[config.mk]
export PLATFORM = sky130hd
export DESIGN_NAME = adss_top
export DESIGN_NICKNAME = d
export VERILOG_FILES = /design/src/design/adss_clk_gate.v /design/src/design/adss_top.v
export VERILOG_INCLUDE_DIRS = /design/src /design/src/design
export SDC_FILE = /design/constraint.sdc
export NUM_CORES = 1
export LEC_CHECK = 0
export BUFFER_PORTS_ARGS = -buffer_cell sky130_fd_sc_hd__buf_2
export CAP_MARGIN = 20
export CORE_MARGIN = 3
export CORE_UTILIZATION = 45
export CTS_CLUSTER_SIZE = 8
export DETAILED_ROUTE_END_ITERATION = 8
export GPL_ROUTABILITY_DRIVEN = 0
export PLACE_DENSITY = 0.64
export REMOVE_ABC_BUFFERS = 1
export SYNTH_ARGS = -nofsm -noshare
export SYNTH_HDL_FRONTEND = slang
export SYNTH_SLANG_ARGS = --single-unit
export TNS_END_PERCENT = 5
[constraint.sdc]
create_clock -name clk_sys_in -period 5.4 [get_ports clk_sys_in]
set_input_delay 0.54 -clock clk_sys_in [delete_from_list [all_inputs] [get_ports clk_sys_in]]
set_output_delay 0.54 -clock clk_sys_in [all_outputs]
set_load 0.02 [all_outputs]
[src/design/adss_defs.vh]
// register map, field positions, reset values and timing counts
`ifndef ADSS_DEFS_VH
`define ADSS_DEFS_VH
`define ADSS_OFS_CTRL 3'h0
`define ADSS_OFS_CLK 3'h1
`define ADSS_OFS_STAT 3'h2
`define ADSS_OFS_TRIG 3'h3
`define ADSS_OFS_GACT 3'h4
`define ADSS_OFS_RESULT 3'h5
`define ADSS_OFS_FIFO 3'h6
`define ADSS_CTRL_MSTOP 0
`define ADSS_CTRL_SYNC0 1
`define ADSS_CTRL_SYNC1 2
`define ADSS_CTRL_CAL 3
`define ADSS_CTRL_MODE_LO 4
`define ADSS_CTRL_MODE_HI 6
`define ADSS_CTRL_IRQEN 7
`define ADSS_CTRL_DUMMY 8
`define ADSS_CTRL_FIFOEN 9
`define ADSS_CTRL_DIAG 10
`define ADSS_CTRL_RST 11'h001
`define ADSS_CLK_EN 0
`define ADSS_CLK_SRC_LO 1
`define ADSS_CLK_SRC_HI 2
`define ADSS_CLK_DIV_LO 4
`define ADSS_CLK_DIV_HI 7
`define ADSS_CLK_RST 8'h00
`define ADSS_SRC_TIMER 2'h2
`define ADSS_MODE_SAR_SINGLE 3'h0
`define ADSS_MODE_SAR_CONT 3'h1
`define ADSS_MODE_OS_SINGLE 3'h2
`define ADSS_MODE_OS_CONT 3'h3
`define ADSS_MODE_HY_SINGLE 3'h4
`define ADSS_MODE_HY_CONT 3'h5
`define ADSS_MODE_HY_BG 3'h6
`define ADSS_NGRP 9
`define ADSS_SUPPLY_LAT 4'h4
`define ADSS_CAL_TICKS 8'h20
`define ADSS_SCAN_TICKS 8'h10
`endif

[src/design/adss_clk_gate.v]
// converter clock gate with supply status handshake and divider
`timescale 1ns/1ps
module adss_clk_gate (
  input wire clk_in,
  input wire rst_n_in,
  input wire enable_in,
  input wire [3:0] div_in,
  output wire supply_status_out,
  output wire tick_out
);
`include "adss_defs.vh"
  reg [3:0] lat_r;
  reg status_r;
  reg [3:0] div_cnt_r;
  reg tick_r;
  // status follows the enable only after the gate has really switched
  always @(posedge clk_in or negedge rst_n_in) begin
    if (!rst_n_in) begin
      lat_r <= 4'h0;
      status_r <= 1'b0;
    end else if (enable_in == status_r) begin
      lat_r <= 4'h0;
    end else if (lat_r == `ADSS_SUPPLY_LAT - 4'h1) begin
      lat_r <= 4'h0;
      status_r <= enable_in;
    end else begin
      lat_r <= lat_r + 4'h1;
    end
  end
  always @(posedge clk_in or negedge rst_n_in) begin
    if (!rst_n_in) begin
      div_cnt_r <= 4'h0;
      tick_r <= 1'b0;
    end else if (!status_r) begin
      div_cnt_r <= 4'h0;
      tick_r <= 1'b0;
    end else if (div_cnt_r >= div_in) begin
      div_cnt_r <= 4'h0;
      tick_r <= 1'b1;
    end else begin
      div_cnt_r <= div_cnt_r + 4'h1;
      tick_r <= 1'b0;
    end
  end
  assign supply_status_out = status_r;
  assign tick_out = tick_r;
endmodule // adss_clk_gate

[src/design/adss_top.v]
// converter setup, clock handshake, calibration and scan sequencing
//
// Decided for this implementation: the placing of the registers and register access over Avalon-MM.
`timescale 1ns/1ps
module adss_top (
  input wire clk_sys_in,
  input wire arst_n_in,
  input wire [2:0] avs_address,
  input wire avs_read,
  input wire avs_write,
  input wire [31:0] avs_writedata,
  output reg [31:0] avs_readdata,
  output wire avs_waitrequest,
  input wire [8:0] periph_trig_in,
  input wire [15:0] conv_data_in,
  input wire conv_ready_in,
  output wire converter_clock_tick_out,
  output wire [1:0] clk_source_out,
  output wire [1:0] sync_enable_out,
  output wire [1:0] converter_active_flag_out,
  output wire [8:0] group_active_flag_out,
  output wire conv_start_out,
  output wire diag_enable_out,
  output wire timer_source_sel_out,
  output wire scan_end_interrupt_out
);
`include "adss_defs.vh"
  localparam ST_IDLE = 2'h0;
  localparam ST_CAL = 2'h1;
  localparam ST_SCAN = 2'h2;
  localparam ST_BG = 2'h3;
  reg rst_meta_r;
  reg rst_n_r;
  reg ack_r;
  reg [10:0] ctrl_r;
  reg [7:0] clk_r;
  reg [8:0] trig_en_r;
  reg [8:0] pend_r;
  reg [8:0] gact_r;
  reg [3:0] grp_r;
  reg [1:0] state_r;
  reg [7:0] tick_cnt_r;
  reg cal_done_r;
  reg [15:0] latest_r;
  reg [15:0] result_r;
  reg [15:0] fifo_r;
  reg fifo_valid_r;
  reg irq_r;
  reg start_r;
  wire supply_st;
  wire tick;
  wire wr_go;
  wire rd_go;
  wire [2:0] mode;
  wire diag_ok;
  wire [8:0] sw_trig;
  wire [8:0] new_trig;
  wire can_scan;
  function [3:0] first_set;
    input [8:0] vec;
    integer i;
    begin
      first_set = 4'h0;
      for (i = `ADSS_NGRP - 1; i >= 0; i = i - 1) begin
        if (vec[i]) begin
          first_set = i[3:0];
        end
      end
    end
  endfunction
  always @(posedge clk_sys_in or negedge arst_n_in) begin
    if (!arst_n_in) begin
      rst_meta_r <= 1'b0;
      rst_n_r <= 1'b0;
    end else begin
      rst_meta_r <= 1'b1;
      rst_n_r <= rst_meta_r;
    end
  end
  // one wait cycle on every access, answer on the second
  assign avs_waitrequest = (avs_read | avs_write) & ~ack_r;
  assign wr_go = avs_write & ack_r;
  assign rd_go = avs_read & ~ack_r;
  always @(posedge clk_sys_in or negedge rst_n_r) begin
    if (!rst_n_r) begin
      ack_r <= 1'b0;
    end else begin
      ack_r <= (avs_read | avs_write) & ~ack_r;
    end
  end
  assign mode = ctrl_r[`ADSS_CTRL_MODE_HI:`ADSS_CTRL_MODE_LO];
  assign diag_ok = (mode == `ADSS_MODE_SAR_SINGLE) | (mode == `ADSS_MODE_SAR_CONT)
    | (mode == `ADSS_MODE_OS_SINGLE) | (mode == `ADSS_MODE_HY_SINGLE)
    | (((mode == `ADSS_MODE_HY_CONT) | (mode == `ADSS_MODE_HY_BG))
       & ctrl_r[`ADSS_CTRL_DUMMY]);
  assign sw_trig = (wr_go && avs_address == `ADSS_OFS_TRIG) ? avs_writedata[24:16] : 9'h000;
  assign new_trig = sw_trig | (periph_trig_in & trig_en_r);
  assign can_scan = ~ctrl_r[`ADSS_CTRL_MSTOP] & supply_st & cal_done_r;
  always @(posedge clk_sys_in or negedge rst_n_r) begin
    if (!rst_n_r) begin
      ctrl_r <= `ADSS_CTRL_RST;
      clk_r <= `ADSS_CLK_RST;
      trig_en_r <= 9'h000;
    end else if (wr_go) begin
      if (avs_address == `ADSS_OFS_CTRL) begin
        ctrl_r <= avs_writedata[10:0] & 11'h7F7;
      end
      if (avs_address == `ADSS_OFS_CLK) begin
        clk_r <= avs_writedata[7:0] & 8'hF7;
      end
      if (avs_address == `ADSS_OFS_TRIG) begin
        trig_en_r <= avs_writedata[8:0];
      end
    end
  end
  adss_clk_gate u_gate (
    .clk_in(clk_sys_in),
    .rst_n_in(rst_n_r),
    .enable_in(clk_r[`ADSS_CLK_EN]),
    .div_in(clk_r[`ADSS_CLK_DIV_HI:`ADSS_CLK_DIV_LO]),
    .supply_status_out(supply_st),
    .tick_out(tick)
  );
  always @(posedge clk_sys_in or negedge rst_n_r) begin
    if (!rst_n_r) begin
      latest_r <= 16'h0000;
    end else if (conv_ready_in) begin
      latest_r <= conv_data_in;
    end
  end
  // sequencer: calibration, scans and background output
  always @(posedge clk_sys_in or negedge rst_n_r) begin
    if (!rst_n_r) begin
      state_r <= ST_IDLE;
      pend_r <= 9'h000;
      gact_r <= 9'h000;
      grp_r <= 4'h0;
      tick_cnt_r <= 8'h00;
      cal_done_r <= 1'b0;
      result_r <= 16'h0000;
      fifo_r <= 16'h0000;
      fifo_valid_r <= 1'b0;
      irq_r <= 1'b0;
      start_r <= 1'b0;
    end else begin
      irq_r <= 1'b0;
      start_r <= 1'b0;
      if (rd_go && avs_address == `ADSS_OFS_FIFO) begin
        fifo_valid_r <= 1'b0;
      end
      if (ctrl_r[`ADSS_CTRL_MSTOP] || !supply_st) begin
        state_r <= ST_IDLE;
        pend_r <= 9'h000;
        gact_r <= 9'h000;
        cal_done_r <= 1'b0;
      end else begin
        if (can_scan) begin
          pend_r <= pend_r | new_trig;
        end
        case (state_r)
          ST_IDLE: begin
            if (wr_go && avs_address == `ADSS_OFS_CTRL && avs_writedata[`ADSS_CTRL_CAL]) begin
              state_r <= ST_CAL;
              cal_done_r <= 1'b0;
              tick_cnt_r <= 8'h00;
            end else if (can_scan && (pend_r != 9'h000)) begin
              grp_r <= first_set(pend_r);
              gact_r[first_set(pend_r)] <= 1'b1;
              pend_r[first_set(pend_r)] <= 1'b0;
              tick_cnt_r <= 8'h00;
              start_r <= 1'b1;
              state_r <= ST_SCAN;
            end
          end
          ST_CAL: begin
            if (tick) begin
              tick_cnt_r <= tick_cnt_r + 8'h01;
              if (tick_cnt_r == `ADSS_CAL_TICKS - 8'h01) begin
                cal_done_r <= 1'b1;
                state_r <= ST_IDLE;
              end
            end
          end
          ST_SCAN: begin
            if (tick) begin
              tick_cnt_r <= tick_cnt_r + 8'h01;
              if (tick_cnt_r == `ADSS_SCAN_TICKS - 8'h01) begin
                tick_cnt_r <= 8'h00;
                if (mode == `ADSS_MODE_HY_BG) begin
                  state_r <= ST_BG;
                end else begin
                  result_r <= latest_r;
                  if (ctrl_r[`ADSS_CTRL_FIFOEN]) begin
                    fifo_r <= latest_r;
                    fifo_valid_r <= 1'b1;
                  end
                  irq_r <= ctrl_r[`ADSS_CTRL_IRQEN];
                  if (mode == `ADSS_MODE_SAR_CONT || mode == `ADSS_MODE_OS_CONT ||
                      mode == `ADSS_MODE_HY_CONT) begin
                    start_r <= 1'b1;
                  end else begin
                    gact_r[grp_r] <= 1'b0;
                    state_r <= ST_IDLE;
                  end
                end
              end
            end
          end
          ST_BG: begin
            // group keeps converting; each of its triggers outputs latest data
            if (can_scan && new_trig[grp_r]) begin
              result_r <= latest_r;
              if (ctrl_r[`ADSS_CTRL_FIFOEN]) begin
                fifo_r <= latest_r;
                fifo_valid_r <= 1'b1;
              end
              irq_r <= ctrl_r[`ADSS_CTRL_IRQEN];
              pend_r[grp_r] <= 1'b0;
            end
            if (mode != `ADSS_MODE_HY_BG) begin
              gact_r[grp_r] <= 1'b0;
              state_r <= ST_IDLE;
            end
          end
          default: begin
            state_r <= ST_IDLE;
          end
        endcase
      end
    end
  end
  always @(posedge clk_sys_in or negedge rst_n_r) begin
    if (!rst_n_r) begin
      avs_readdata <= 32'h00000000;
    end else if (rd_go) begin
      case (avs_address)
        `ADSS_OFS_CTRL: avs_readdata <= {21'h0, ctrl_r & 11'h7F7};
        `ADSS_OFS_CLK: avs_readdata <= {24'h000000, clk_r};
        `ADSS_OFS_STAT: avs_readdata <= {26'h0, diag_ok, fifo_valid_r,
          converter_active_flag_out, cal_done_r, supply_st};
        `ADSS_OFS_TRIG: avs_readdata <= {23'h0, trig_en_r};
        `ADSS_OFS_GACT: avs_readdata <= {23'h0, gact_r};
        `ADSS_OFS_RESULT: avs_readdata <= {16'h0000, result_r};
        `ADSS_OFS_FIFO: avs_readdata <= {16'h0000, fifo_r};
        default: avs_readdata <= 32'h00000000;
      endcase
    end
  end
  assign converter_clock_tick_out = tick;
  assign clk_source_out = clk_r[`ADSS_CLK_SRC_HI:`ADSS_CLK_SRC_LO];
  assign timer_source_sel_out = (clk_source_out == `ADSS_SRC_TIMER);
  assign sync_enable_out = ~ctrl_r[`ADSS_CTRL_SYNC1:`ADSS_CTRL_SYNC0];
  assign converter_active_flag_out = {(state_r == ST_SCAN || state_r == ST_BG)
    & ~ctrl_r[`ADSS_CTRL_SYNC1], (state_r == ST_SCAN || state_r == ST_BG)};
  assign group_active_flag_out = gact_r;
  assign conv_start_out = start_r;
  assign diag_enable_out = ctrl_r[`ADSS_CTRL_DIAG] & diag_ok;
  assign scan_end_interrupt_out = irq_r;
endmodule // adss_top

==> results.py, run 1 <==
metrics = {
    "status": {
        "status": "completed",
    },
    "layout": {
        "antenna_cells": 0,
        "final_common_cell": "dfrtp_1",
        "drive_gt1_frac": 0.2560,
        "syn2layout_area_growth_pct": 15.12,
        "mostFrequentLayoutCells": "137 x dfrtp_1, 105 x nand2_1, 89 x buf_2",
        "final_core_util": 0.5390,
        "final.fill_count": 1426,
        "nets": 860,
        "fin_cells": 1008,
    },
    "sta": {
        "setup-tns-final_ps": 0,
        "setup_slack_ps": 1928,
        "setup_viol": 0,
        "tightestPinTransition_ps": 1090,
        "rsz0062_at_grt": "false",
        "slew_viol_final": 0,
        "fmax_ghz": 0.2880,
        "period_minus_slack_ps": 3472,
        "finalHoldViolations": 0,
        "slew_headroom": 0.2721,
        "fin_crit_sh": 0.6430,
        "finClkSkew_ps": 8.070,
    },
    "global_routing": {
        "grt_usage": 0.2302,
        "grt.overflow.total": 0,
        "antenna_found_initial": 0,
        "grt_pass1_vias": 5940,
        "grt_pass1_wl_mm": 31.88,
        "grt_start_max_net_pins": 81,
    },
    "route": {
        "wl_met2_mm": 9.073,
        "highest_layer": "met4",
        "drt-total-wl_mm": 19.83,
        "avgViaCountPerCell": 5.924,
        "wl_per_cell_um": 19.67,
        "drt-pass1-iter-count": 5,
        "drc_errors": 0,
        "met1_length_mm": 8.574,
        "met3_length_mm": 1.561,
        "vias": 5971,
        "postRouteAntennaNets": 0,
        "first_iter_violations": 554,
    },
    "power": {
        "p_leak_nw": 3.859,
        "pwr_density_cell_mw_per_mm2": 326.5,
        "finalPower_mw": 2.715,
        "ir_drop_v": 0.0002490,
    },
    "setup_path": {
        "end_kind": "flip-flop",
        "required_ps": 5700,
        "start_kind": "input pin",
        "r2r_setup_slack_ps": 2090,
        "startpoint": "avs_address[0]",
        "cp-endpoint": "result_r[0]",
        "crit_type": "in2reg",
        "rr_startpoint": "ack_r",
        "crit_fanout": 30,
        "timing.rr.end": "result_r[0]",
        "crit_arrival_ps": 3770,
        "rr_worst_depth": 8,
    },
    "clock_tree": {
        "tritoncts": "built",
        "cts_resized": 0,
        "cts_root_buf": "clkbuf_16",
        "cts_max_level": 4,
        "cts_buffer_depth": 2,
        "path_clk_slew_ps": 60,
        "clock_latency_ps": 420,
        "numClockSinks": 139,
        "numCtsBuffers": 17,
    },
    "floorplanning": {
        "placementRows": 45,
        "start_util": 0.4682,
        "dieArea_mm2": 0.01761,
        "die_x_um": 132.7,
        "die_h_um": 132.7,
        "ios": 118,
        "core_mm2": 0.01543,
    },
    "yosys": {
        "async_reset_ff_frac": 1.000,
        "avgSynthCellArea_um2": 10.25,
        "ys_ff_latch": 139,
        "syn_inst": 705,
        "synth.distinct_cells": 67,
        "ys_seq_area_frac": 0.4817,
        "yosys_most_used_dff": "dfrtp_1",
        "netlist_area_mm2": 0.007223,
        "yosys_warnings": 0,
        "synth_edf_count": 0,
    },
    "placed_design": {
        "dp_cells": 974,
        "hpwlAfterDp_mm": 14.04,
        "pre_cts_ws_ps": 1553,
        "port_buffers": 89,
    },
    "flow_run": {
        "cap_violations": 0,
    },
    "hold_path": {
        "hold_class": "reg2async",
    },
}
## cells by family (layout without fill, tap and decap cells)
kind of cell,Yosys count,in the layout,share of synthesized area
multiplexers,76,76,0.1315
AND/OR/NAND/NOR,220,220,0.1417
adder cells (fa/ha/maj),11,11,0.01905
flip-flops,139,139,0.4817
AO/OA/AOI/OAI,181,181,0.1685
XOR/XNOR,4,4,0.004851
other,2,17,0.001040
buffers and inverters,72,149,0.05162
## per-stage QoR
step | cell area [um2] | hold WS, ps
floorplan | 6982 | 244.4
global route | 8315 | 196.5
detailed placement | 7740 | 331.2
global placement | 7740 | 325.4
finish | 8315 | 180.1
CTS | 8288 | 333.1
## power breakdown
group	total (mW)	internal [mW]	switching, mW
logic	0.409	0.160	0.250
clock network	1.06	0.597	0.463
registers	1.25	1.14	0.104
## state kept, by name, summed over array words and instances, names as in the netlist, 2 cells and up
name	count
trig_en_r	9
state_r	2
avs_readdata	16
latest_r	16
u_gate.lat_r	4
pend_r	9
tick_cnt_r	8
u_gate.div_cnt_r	4
group_active_flag_out	9
fifo_r	16
result_r	16
clk_r	7
grp_r	4
ctrl_r	10
## worst min path at each step
stage / from / end / slack, ps / cells after the start
5_1_grt: rst_n_r / u_gate.tick_out / 200 / 0
2_1_floorplan: arst_n_in / rst_meta_r / 240 / 0
4_1_cts: conv_data_in[11] / latest_r[11] / 330 / 2
6_report: rst_n_r / ctrl_r[10] / 180 / 0
3_5_place_dp: arst_n_in / rst_meta_r / 330 / 1
3_3_place_gp: arst_n_in / rst_meta_r / 330 / 1
## final cells by class
| type | count | area (um2) | share of cell area |
|---|---|---|---|
| clock inverters | 14 | 98.84 | 0.01189 |
| flip-flops and latches | 139 | 3483 | 0.4189 |
| repair buffers | 97 | 528.0 | 0.06350 |
| inverters | 20 | 75.07 | 0.009028 |
| multi-input cells | 509 | 3427 | 0.4121 |
| well taps | 211 | 264.0 | 0.03175 |
| clock buffers | 18 | 439.2 | 0.05281 |
## synth_stat cells (all sizes together), types with 3 or more instances
master / number / share of area
nand2b: 6 / 0.0052
buf: 29 / 0.029
a21o: 4 / 0.0042
inv: 19 / 0.0099
nand2: 105 / 0.055
nor3b: 4 / 0.0042
o21ai: 55 / 0.039
o21bai: 3 / 0.0031
nor3: 12 / 0.0083
nor2: 37 / 0.020
a31oi: 12 / 0.010
a21oi: 36 / 0.025
o221ai: 3 / 0.0036
ha: 11 / 0.019
nor4: 4 / 0.0035
a211oi: 5 / 0.0094
mux4: 3 / 0.0094
a311oi: 12 / 0.015
nand3b: 5 / 0.0052
mux2i: 12 / 0.017
nor2b: 13 / 0.011
and3: 7 / 0.0061
nand4: 4 / 0.0035
dfrtp: 138 / 0.48
nand3: 11 / 0.0076
and2: 3 / 0.0026
clkbuf: 23 / 0.012
mux2: 61 / 0.11
o31ai: 3 / 0.0031
a22o: 8 / 0.0097
a22oi: 15 / 0.016
o211ai: 4 / 0.0042
a21boi: 5 / 0.0052
## critical path, cell delays in order
cell      delay (ps)
buf_2            470
and4b_1          350
and2_1           650
o221ai_1         220
nor3_1           340
o21ai_2          190
a211oi_4         260
buf_4            350
mux2_2           380
## layer usage
| metal | global-route usage | vias up |
|---|---|---|
| met5 | 0 | - |
| met4 | 0.09065 | 0 |
| met3 | 0.06502 | 51 |
| met2 | 0.3514 | 306 |
| met1 | 0.3119 | 2941 |
| li1 | - | 2673 |
## timing repair
item / CTS / global route
setup buffers: 0 / 0
hold buffers: 1 / 0
hold endpoints to repair: 2 / 0
No activity file was read; power rests on OpenSTA's default activity.
==> run 2: changes to the inputs <==
--- a/config.mk
+++ b/config.mk
@@ -13,7 +13,7 @@
 export CTS_CLUSTER_SIZE = 8
 export DETAILED_ROUTE_END_ITERATION = 8
 export GPL_ROUTABILITY_DRIVEN = 0
-export PLACE_DENSITY = 0.64
+export PLACE_DENSITY = 0.66
 export REMOVE_ABC_BUFFERS = 1
 export SYNTH_ARGS = -nofsm -noshare
 export SYNTH_HDL_FRONTEND = slang
==> constraint.sdc (replaced) <==
create_clock -name clk_sys_in -period 3 [get_ports clk_sys_in]
set_input_delay 0.3 -clock clk_sys_in [delete_from_list [all_inputs] [get_ports clk_sys_in]]
set_output_delay 0.3 -clock clk_sys_in [all_outputs]
set_load 0.02 [all_outputs]
==> run 2 against run 1 <==
  * Register-to-register slack got worse by 1900 ps
  * Sequential share of layout area fell by 1.3 points
  * Wire length rose by 0.29%
  * Clock-buffer cell count rose by 2
  * Sequential power rose by 78%
  * Hold slack got worse by 66 ps
  * Critical path depth fell by 2
  * Worst setup slack got worse by 1700 ps
  * Critical path type is now reg2reg
  * Largest power group unchanged
==> results.py, run 2 (synthesized netlist as in run 1, its figures left out) <==
metrics = {
    "clock_tree": {
        "numClockSinks": 139,
        "tritoncts": "built",
        "path_clk_slew_ps": 60,
        "cts_root_buf": "clkbuf_16",
        "cts_max_level": 4,
        "numCtsBuffers": 17,
        "cts_buffer_depth": 2,
        "clock_latency_ps": 420,
        "postCtsSetupBuffers": 0,
    },
    "sta": {
        "slew_headroom": 0.5157,
        "period_minus_slack_ps": 2807,
        "tightestPinTransition_ps": 721.0,
        "fmax_ghz": 0.3563,
        "slew_viol_final": 0,
        "fin_crit_sh": 0.9355,
        "hold_ws_ps": 114.0,
        "rsz0062_at_grt": "false",
        "setup_viol": 0,
        "finClkSkew_ps": 10.23,
        "finalHoldViolations": 0,
    },
    "setup_path": {
        "crit_type": "reg2reg",
        "crit_fanout": 14,
        "start_kind": "flip-flop",
        "end_kind": "flip-flop",
        "required_ps": 3310,
        "crit_arrival_ps": 3120,
    },
    "power": {
        "sequentialPowerShare": 0.429,
        "p_sw_mw": 1.437,
        "p_clk_frac": 0.419,
        "share_comb_of_total_power": 0.152,
        "ir_drop_v": 0.0004477,
        "pwr_density_cell_mw_per_mm2": 605.2,
        "p_int_mw": 3.758,
        "p_sw_frac": 0.2767,
        "p_leak_nw": 4.026,
    },
    "global_routing": {
        "grt.met3_usage": 0.05589,
        "met2_usage": 0.3469,
        "grt_pass1_vias": 5936,
        "antenna_found_initial": 0,
        "grt.overflow.total": 0,
        "grt_pass1_wl_mm": 31.61,
        "grt_start_max_net_pins": 63,
        "grt_usage": 0.2296,
        "grt.met1_usage": 0.3128,
        "grt-busiest-layer": "met2",
    },
    "floorplanning": {
        "die_x_um": 132.7,
        "placementRows": 45,
        "core_mm2": 0.01543,
        "start_util": 0.4682,
        "ios": 118,
        "die_h_um": 132.7,
        "dieArea_mm2": 0.01761,
    },
    "layout": {
        "fin_area_mm2": 0.008584,
        "drive_gt1_frac": 0.2741,
        "multiInputGateArea_mm2": 0.003427,
        "antenna_cells": 0,
        "seq_area_mm2": 0.003483,
        "nets": 884,
        "mostFrequentLayoutCells": "137 x dfrtp_1, 105 x nand2_1, 89 x buf_2",
        "final_common_cell": "dfrtp_1",
        "final.fill_count": 1370,
        "syn2layout_area_growth_pct": 18.85,
    },
    "route": {
        "drt-total-wl_mm": 19.89,
        "drc_errors": 0,
        "postRouteAntennaNets": 0,
        "avgViaCountPerCell": 5.760,
        "first_iter_violations": 499,
        "vias": 5944,
        "wl_per_cell_um": 19.27,
        "drt-pass1-iter-count": 6,
    },
    "placed_design": {
        "hpwlAfterDp_mm": 14.60,
        "dpl-instance-area_mm2": 0.007965,
        "port_buffers": 89,
    },
    "flow_run": {
        "cap_violations": 0,
    },
    "status": {
        "status": "completed",
    },
    "hold_path": {
        "hold_class": "in2reg",
    },
}
run 2: cell types whose count changed in the layout (fill, tap and decap cells not counted), sizes merged:
cell / change
buf: +24
clkinvlp: -5
bufinv: +4
clkbuf: +2
inv: -2
clkinv: +1
run 2: layout make-up:
cell class                 count  area share
sequential                   139      0.4058
multi-input combinational    509      0.3992
inverter                      20    0.008745
clock buffer                  20     0.05087
tap                          211     0.03075
clock inverter                12     0.02011
timing repair buffer         121     0.08454
run 2: worst paths after layout:
path	cells past startpoint	start	slack [ps]	endpoint
hold / removal	2	conv_data_in[11]	110	latest_r[11]
max in group asynchronous	1	rst_n_r	1810	u_gate.lat_r[2]
setup / recovery	7	grp_r[0]	190	pend_r[8]
hold reg to reg	0	rst_meta_r	350	rst_n_r
setup reg to reg	7	grp_r[0]	190	pend_r[8]
min in group asynchronous	2	arst_n_in	190	rst_n_r
run 2: repair_timing:
action / 4_1_cts / 5_1_grt
endpoints found under the hold margin: 2 / 0
gates resized for setup: 0 / 0
hold buffers: 1 / 0
run 2: metrics by stage:
step / util / TNS (ps) / std cells / worst slack, ps / power (mW)
6_report: 0.5564 / 0 / 1032 / 193.5 / 5.195
5_1_grt: 0.5564 / 0 / 1032 / 82.26 / 5.440
4_1_cts: 0.5564 / 0 / 1032 / 256.5 / 5.237
3_5_place_dp: 0.5163 / 0 / 999 / 227.4 / 3.048
3_3_place_gp: 0.5163 / 0 / 999 / 266.1 / 3.015
2_1_floorplan: - / -157560 / 668 / -1158 / 2.684
run 2: critical path, stage by stage, from the launching register on:
cell and delay, ps:
dfrtp_1 650, nor2b_1 540, a22oi_1 170, o21ai_0 240, a311oi_2 80, o21ai_2 340, nand2_1 310, a311oi_1 360
run 2: layer usage:
layer  up-vias  part of all wire
li1       2716                 -
met1      2893              0.44
met2       276              0.45
met3        59             0.069
met4         0             0.044
met5         -                 0
run 2: power by group through the flow:
| stage | clock network (mW) | registers (mW) | logic, mW |
|---|---|---|---|
| after global placement | 0 | 2.25 | 0.763 |
| final | 2.18 | 2.23 | 0.787 |
| after global routing | 2.32 | 2.26 | 0.863 |
| after floorplan | 0 | 2.26 | 0.420 |
| after detailed placement | 0 | 2.26 | 0.785 |
| after CTS | 2.22 | 2.23 | 0.790 |
==> run 3: changes to the inputs <==
--- a/config.mk
+++ b/config.mk
@@ -8,13 +8,13 @@
 export LEC_CHECK = 0
 export BUFFER_PORTS_ARGS = -buffer_cell sky130_fd_sc_hd__buf_2
 export CAP_MARGIN = 20
-export CORE_MARGIN = 3
 export CORE_UTILIZATION = 45
 export CTS_CLUSTER_SIZE = 8
 export DETAILED_ROUTE_END_ITERATION = 8
 export GPL_ROUTABILITY_DRIVEN = 0
 export PLACE_DENSITY = 0.66
 export REMOVE_ABC_BUFFERS = 1
+export SKIP_LAST_GASP = 1
 export SYNTH_ARGS = -nofsm -noshare
 export SYNTH_HDL_FRONTEND = slang
 export SYNTH_SLANG_ARGS = --single-unit
==> run 3 against run 2 <==
  * Clock-buffer cell count rose by 1
  * Total power fell by 1.9%
  * Global-route usage rose by 2.4 points
  * Hold slack got worse by 5.0 ps
  * Largest cell class unchanged
==> results.py, run 3 (synthesized netlist as in run 1, its figures left out) <==
metrics = {
    "hold_path": {
        "hold_path_depth": 2,
        "min-delay-start": "conv_data_in[1]",
        "hold_class": "in2reg",
    },
    "global_routing": {
        "grt_usage": 0.2535,
        "antenna_found_initial": 0,
        "grt_start_max_net_pins": 55,
        "grt_pass1_wl_mm": 31.24,
        "grt.overflow.total": 0,
        "grt_pass1_vias": 5822,
    },
    "power": {
        "finalPower_mw": 5.097,
        "p_clk_frac": 0.409,
        "p_sw_mw": 1.443,
        "sequentialPowerShare": 0.436,
        "p_sw_frac": 0.2831,
        "pwr_density_cell_mw_per_mm2": 594.7,
        "p_int_mw": 3.654,
        "share_comb_of_total_power": 0.155,
        "ir_drop_v": 0.0004897,
        "p_leak_nw": 4.018,
    },
    "sta": {
        "tightestPinTransition_ps": 697.8,
        "setup-tns-final_ps": 0,
        "finClkSkew_ps": 5.147,
        "setup_viol": 0,
        "finalHoldViolations": 0,
        "slew_viol_final": 0,
        "hold_ws_ps": 109.0,
        "period_minus_slack_ps": 2830,
        "fmax_ghz": 0.3533,
        "rsz0062_at_grt": "false",
        "slew_headroom": 0.5283,
        "fin_crit_sh": 0.9435,
    },
    "clock_tree": {
        "cts_buffer_depth": 2,
        "numClockSinks": 139,
        "numCtsBuffers": 17,
        "cts_max_level": 4,
        "clock_latency_ps": 420,
        "postCtsSetupBuffers": 0,
        "cts_root_buf": "clkbuf_16",
        "tritoncts": "built",
        "path_clk_slew_ps": 60,
    },
    "floorplanning": {
        "die_x_um": 128.7,
        "dieArea_mm2": 0.01656,
        "ios": 118,
        "die_h_um": 128.7,
        "placementRows": 45,
        "start_util": 0.4682,
        "core_mm2": 0.01543,
    },
    "setup_path": {
        "startpoint": "grp_r[0]",
        "crit_type": "reg2reg",
        "start_kind": "flip-flop",
        "crit_arrival_ps": 3150,
        "end_kind": "flip-flop",
        "crit_fanout": 14,
        "required_ps": 3310,
        "rr_startpoint": "grp_r[0]",
        "rr_worst_depth": 7,
        "r2r_setup_slack_ps": 170,
        "timing.rr.end": "pend_r[4]",
        "cp-endpoint": "pend_r[4]",
    },
    "layout": {
        "multiInputGateArea_mm2": 0.003427,
        "syn2layout_area_growth_pct": 18.67,
        "final.fill_count": 1388,
        "drive_gt1_frac": 0.2774,
        "nets": 885,
        "fin_area_mm2": 0.008572,
        "seq_area_mm2": 0.003483,
        "antenna_cells": 0,
        "final_core_util": 0.5556,
        "final_common_cell": "dfrtp_1",
        "mostFrequentLayoutCells": "137 x dfrtp_1, 105 x nand2_1, 89 x buf_2",
    },
    "placed_design": {
        "dpl-instance-area_mm2": 0.007973,
        "hpwlAfterDp_mm": 14.65,
        "port_buffers": 89,
    },
    "route": {
        "vias": 5920,
        "drt-total-wl_mm": 19.71,
        "first_iter_violations": 485,
        "drt-pass1-iter-count": 7,
        "wl_per_cell_um": 19.08,
        "avgViaCountPerCell": 5.731,
        "drc_errors": 0,
        "postRouteAntennaNets": 0,
    },
    "status": {
        "status": "completed",
    },
    "flow_run": {
        "cap_violations": 0,
    },
}
## run 3: cell types whose count changed in the layout (fill, tap and decap cells not counted), sizes merged
cell	before	now
bufinv	4	2
clkbuf	20	21
clkinv	7	6
buf	120	121
clkinvlp	2	4
## run 3: cell type report
cell class | count | share of cell area
Sequential cell | 139 | 0.4064
Multi-Input combinational cell | 509 | 0.3998
Timing Repair Buffer | 122 | 0.08553
Clock buffer | 21 | 0.05488
Tap cell | 211 | 0.03080
Clock inverter | 11 | 0.01387
Inverter | 20 | 0.008758
## run 3: worst max-delay path, stage by stage (launching register included)
cell,delay [ps]
dfrtp_1,680
nor2b_1,530
a22oi_1,160
o21ai_0,240
a311oi_2,70
o21ai_2,330
nand2_1,330
a311oi_1,370
## run 3: stage by stage
stage,std cells,setup WS [ps]
2_1_floorplan,668,-1158
3_3_place_gp,1000,193.8
3_5_place_dp,1000,157.8
4_1_cts,1033,269.0
5_1_grt,1033,61.13
6_report,1033,169.6
## run 3: worst min-delay path by stage
stage / end / slack (ps)
floorplan: rst_meta_r / 4
global placement: rst_meta_r / 90
detailed placement: rst_meta_r / 90
CTS: latest_r[1] / 100
global route: latest_r[12] / 100
finish: latest_r[1] / 110
## run 3: power by group through the flow
| stage | Clock, mW | Combinational, mW | Sequential (mW) |
|---|---|---|---|
| 3_3_place_gp | 0 | 0.766 | 2.24 |
| 6_report | 2.08 | 0.788 | 2.22 |
| 4_1_cts | 2.12 | 0.790 | 2.22 |
| 3_5_place_dp | 0 | 0.787 | 2.25 |
| 2_1_floorplan | 0 | 0.420 | 2.26 |
| 5_1_grt | 2.20 | 0.869 | 2.25 |
## run 3: timing repair
item	CTS	global route
endpoints found under the hold margin	2	0
hold buffers	1	0
resized for setup	0	0
## run 3: layer usage
layer / up-vias / wire length, um / global-route usage
met5: - / 0 / 0
met4: 0 / 615 / 0.1024
met3: 52 / 1510 / 0.06071
met2: 283 / 9122 / 0.3975
met1: 2872 / 8465 / 0.3389
li1: 2713 / - / -
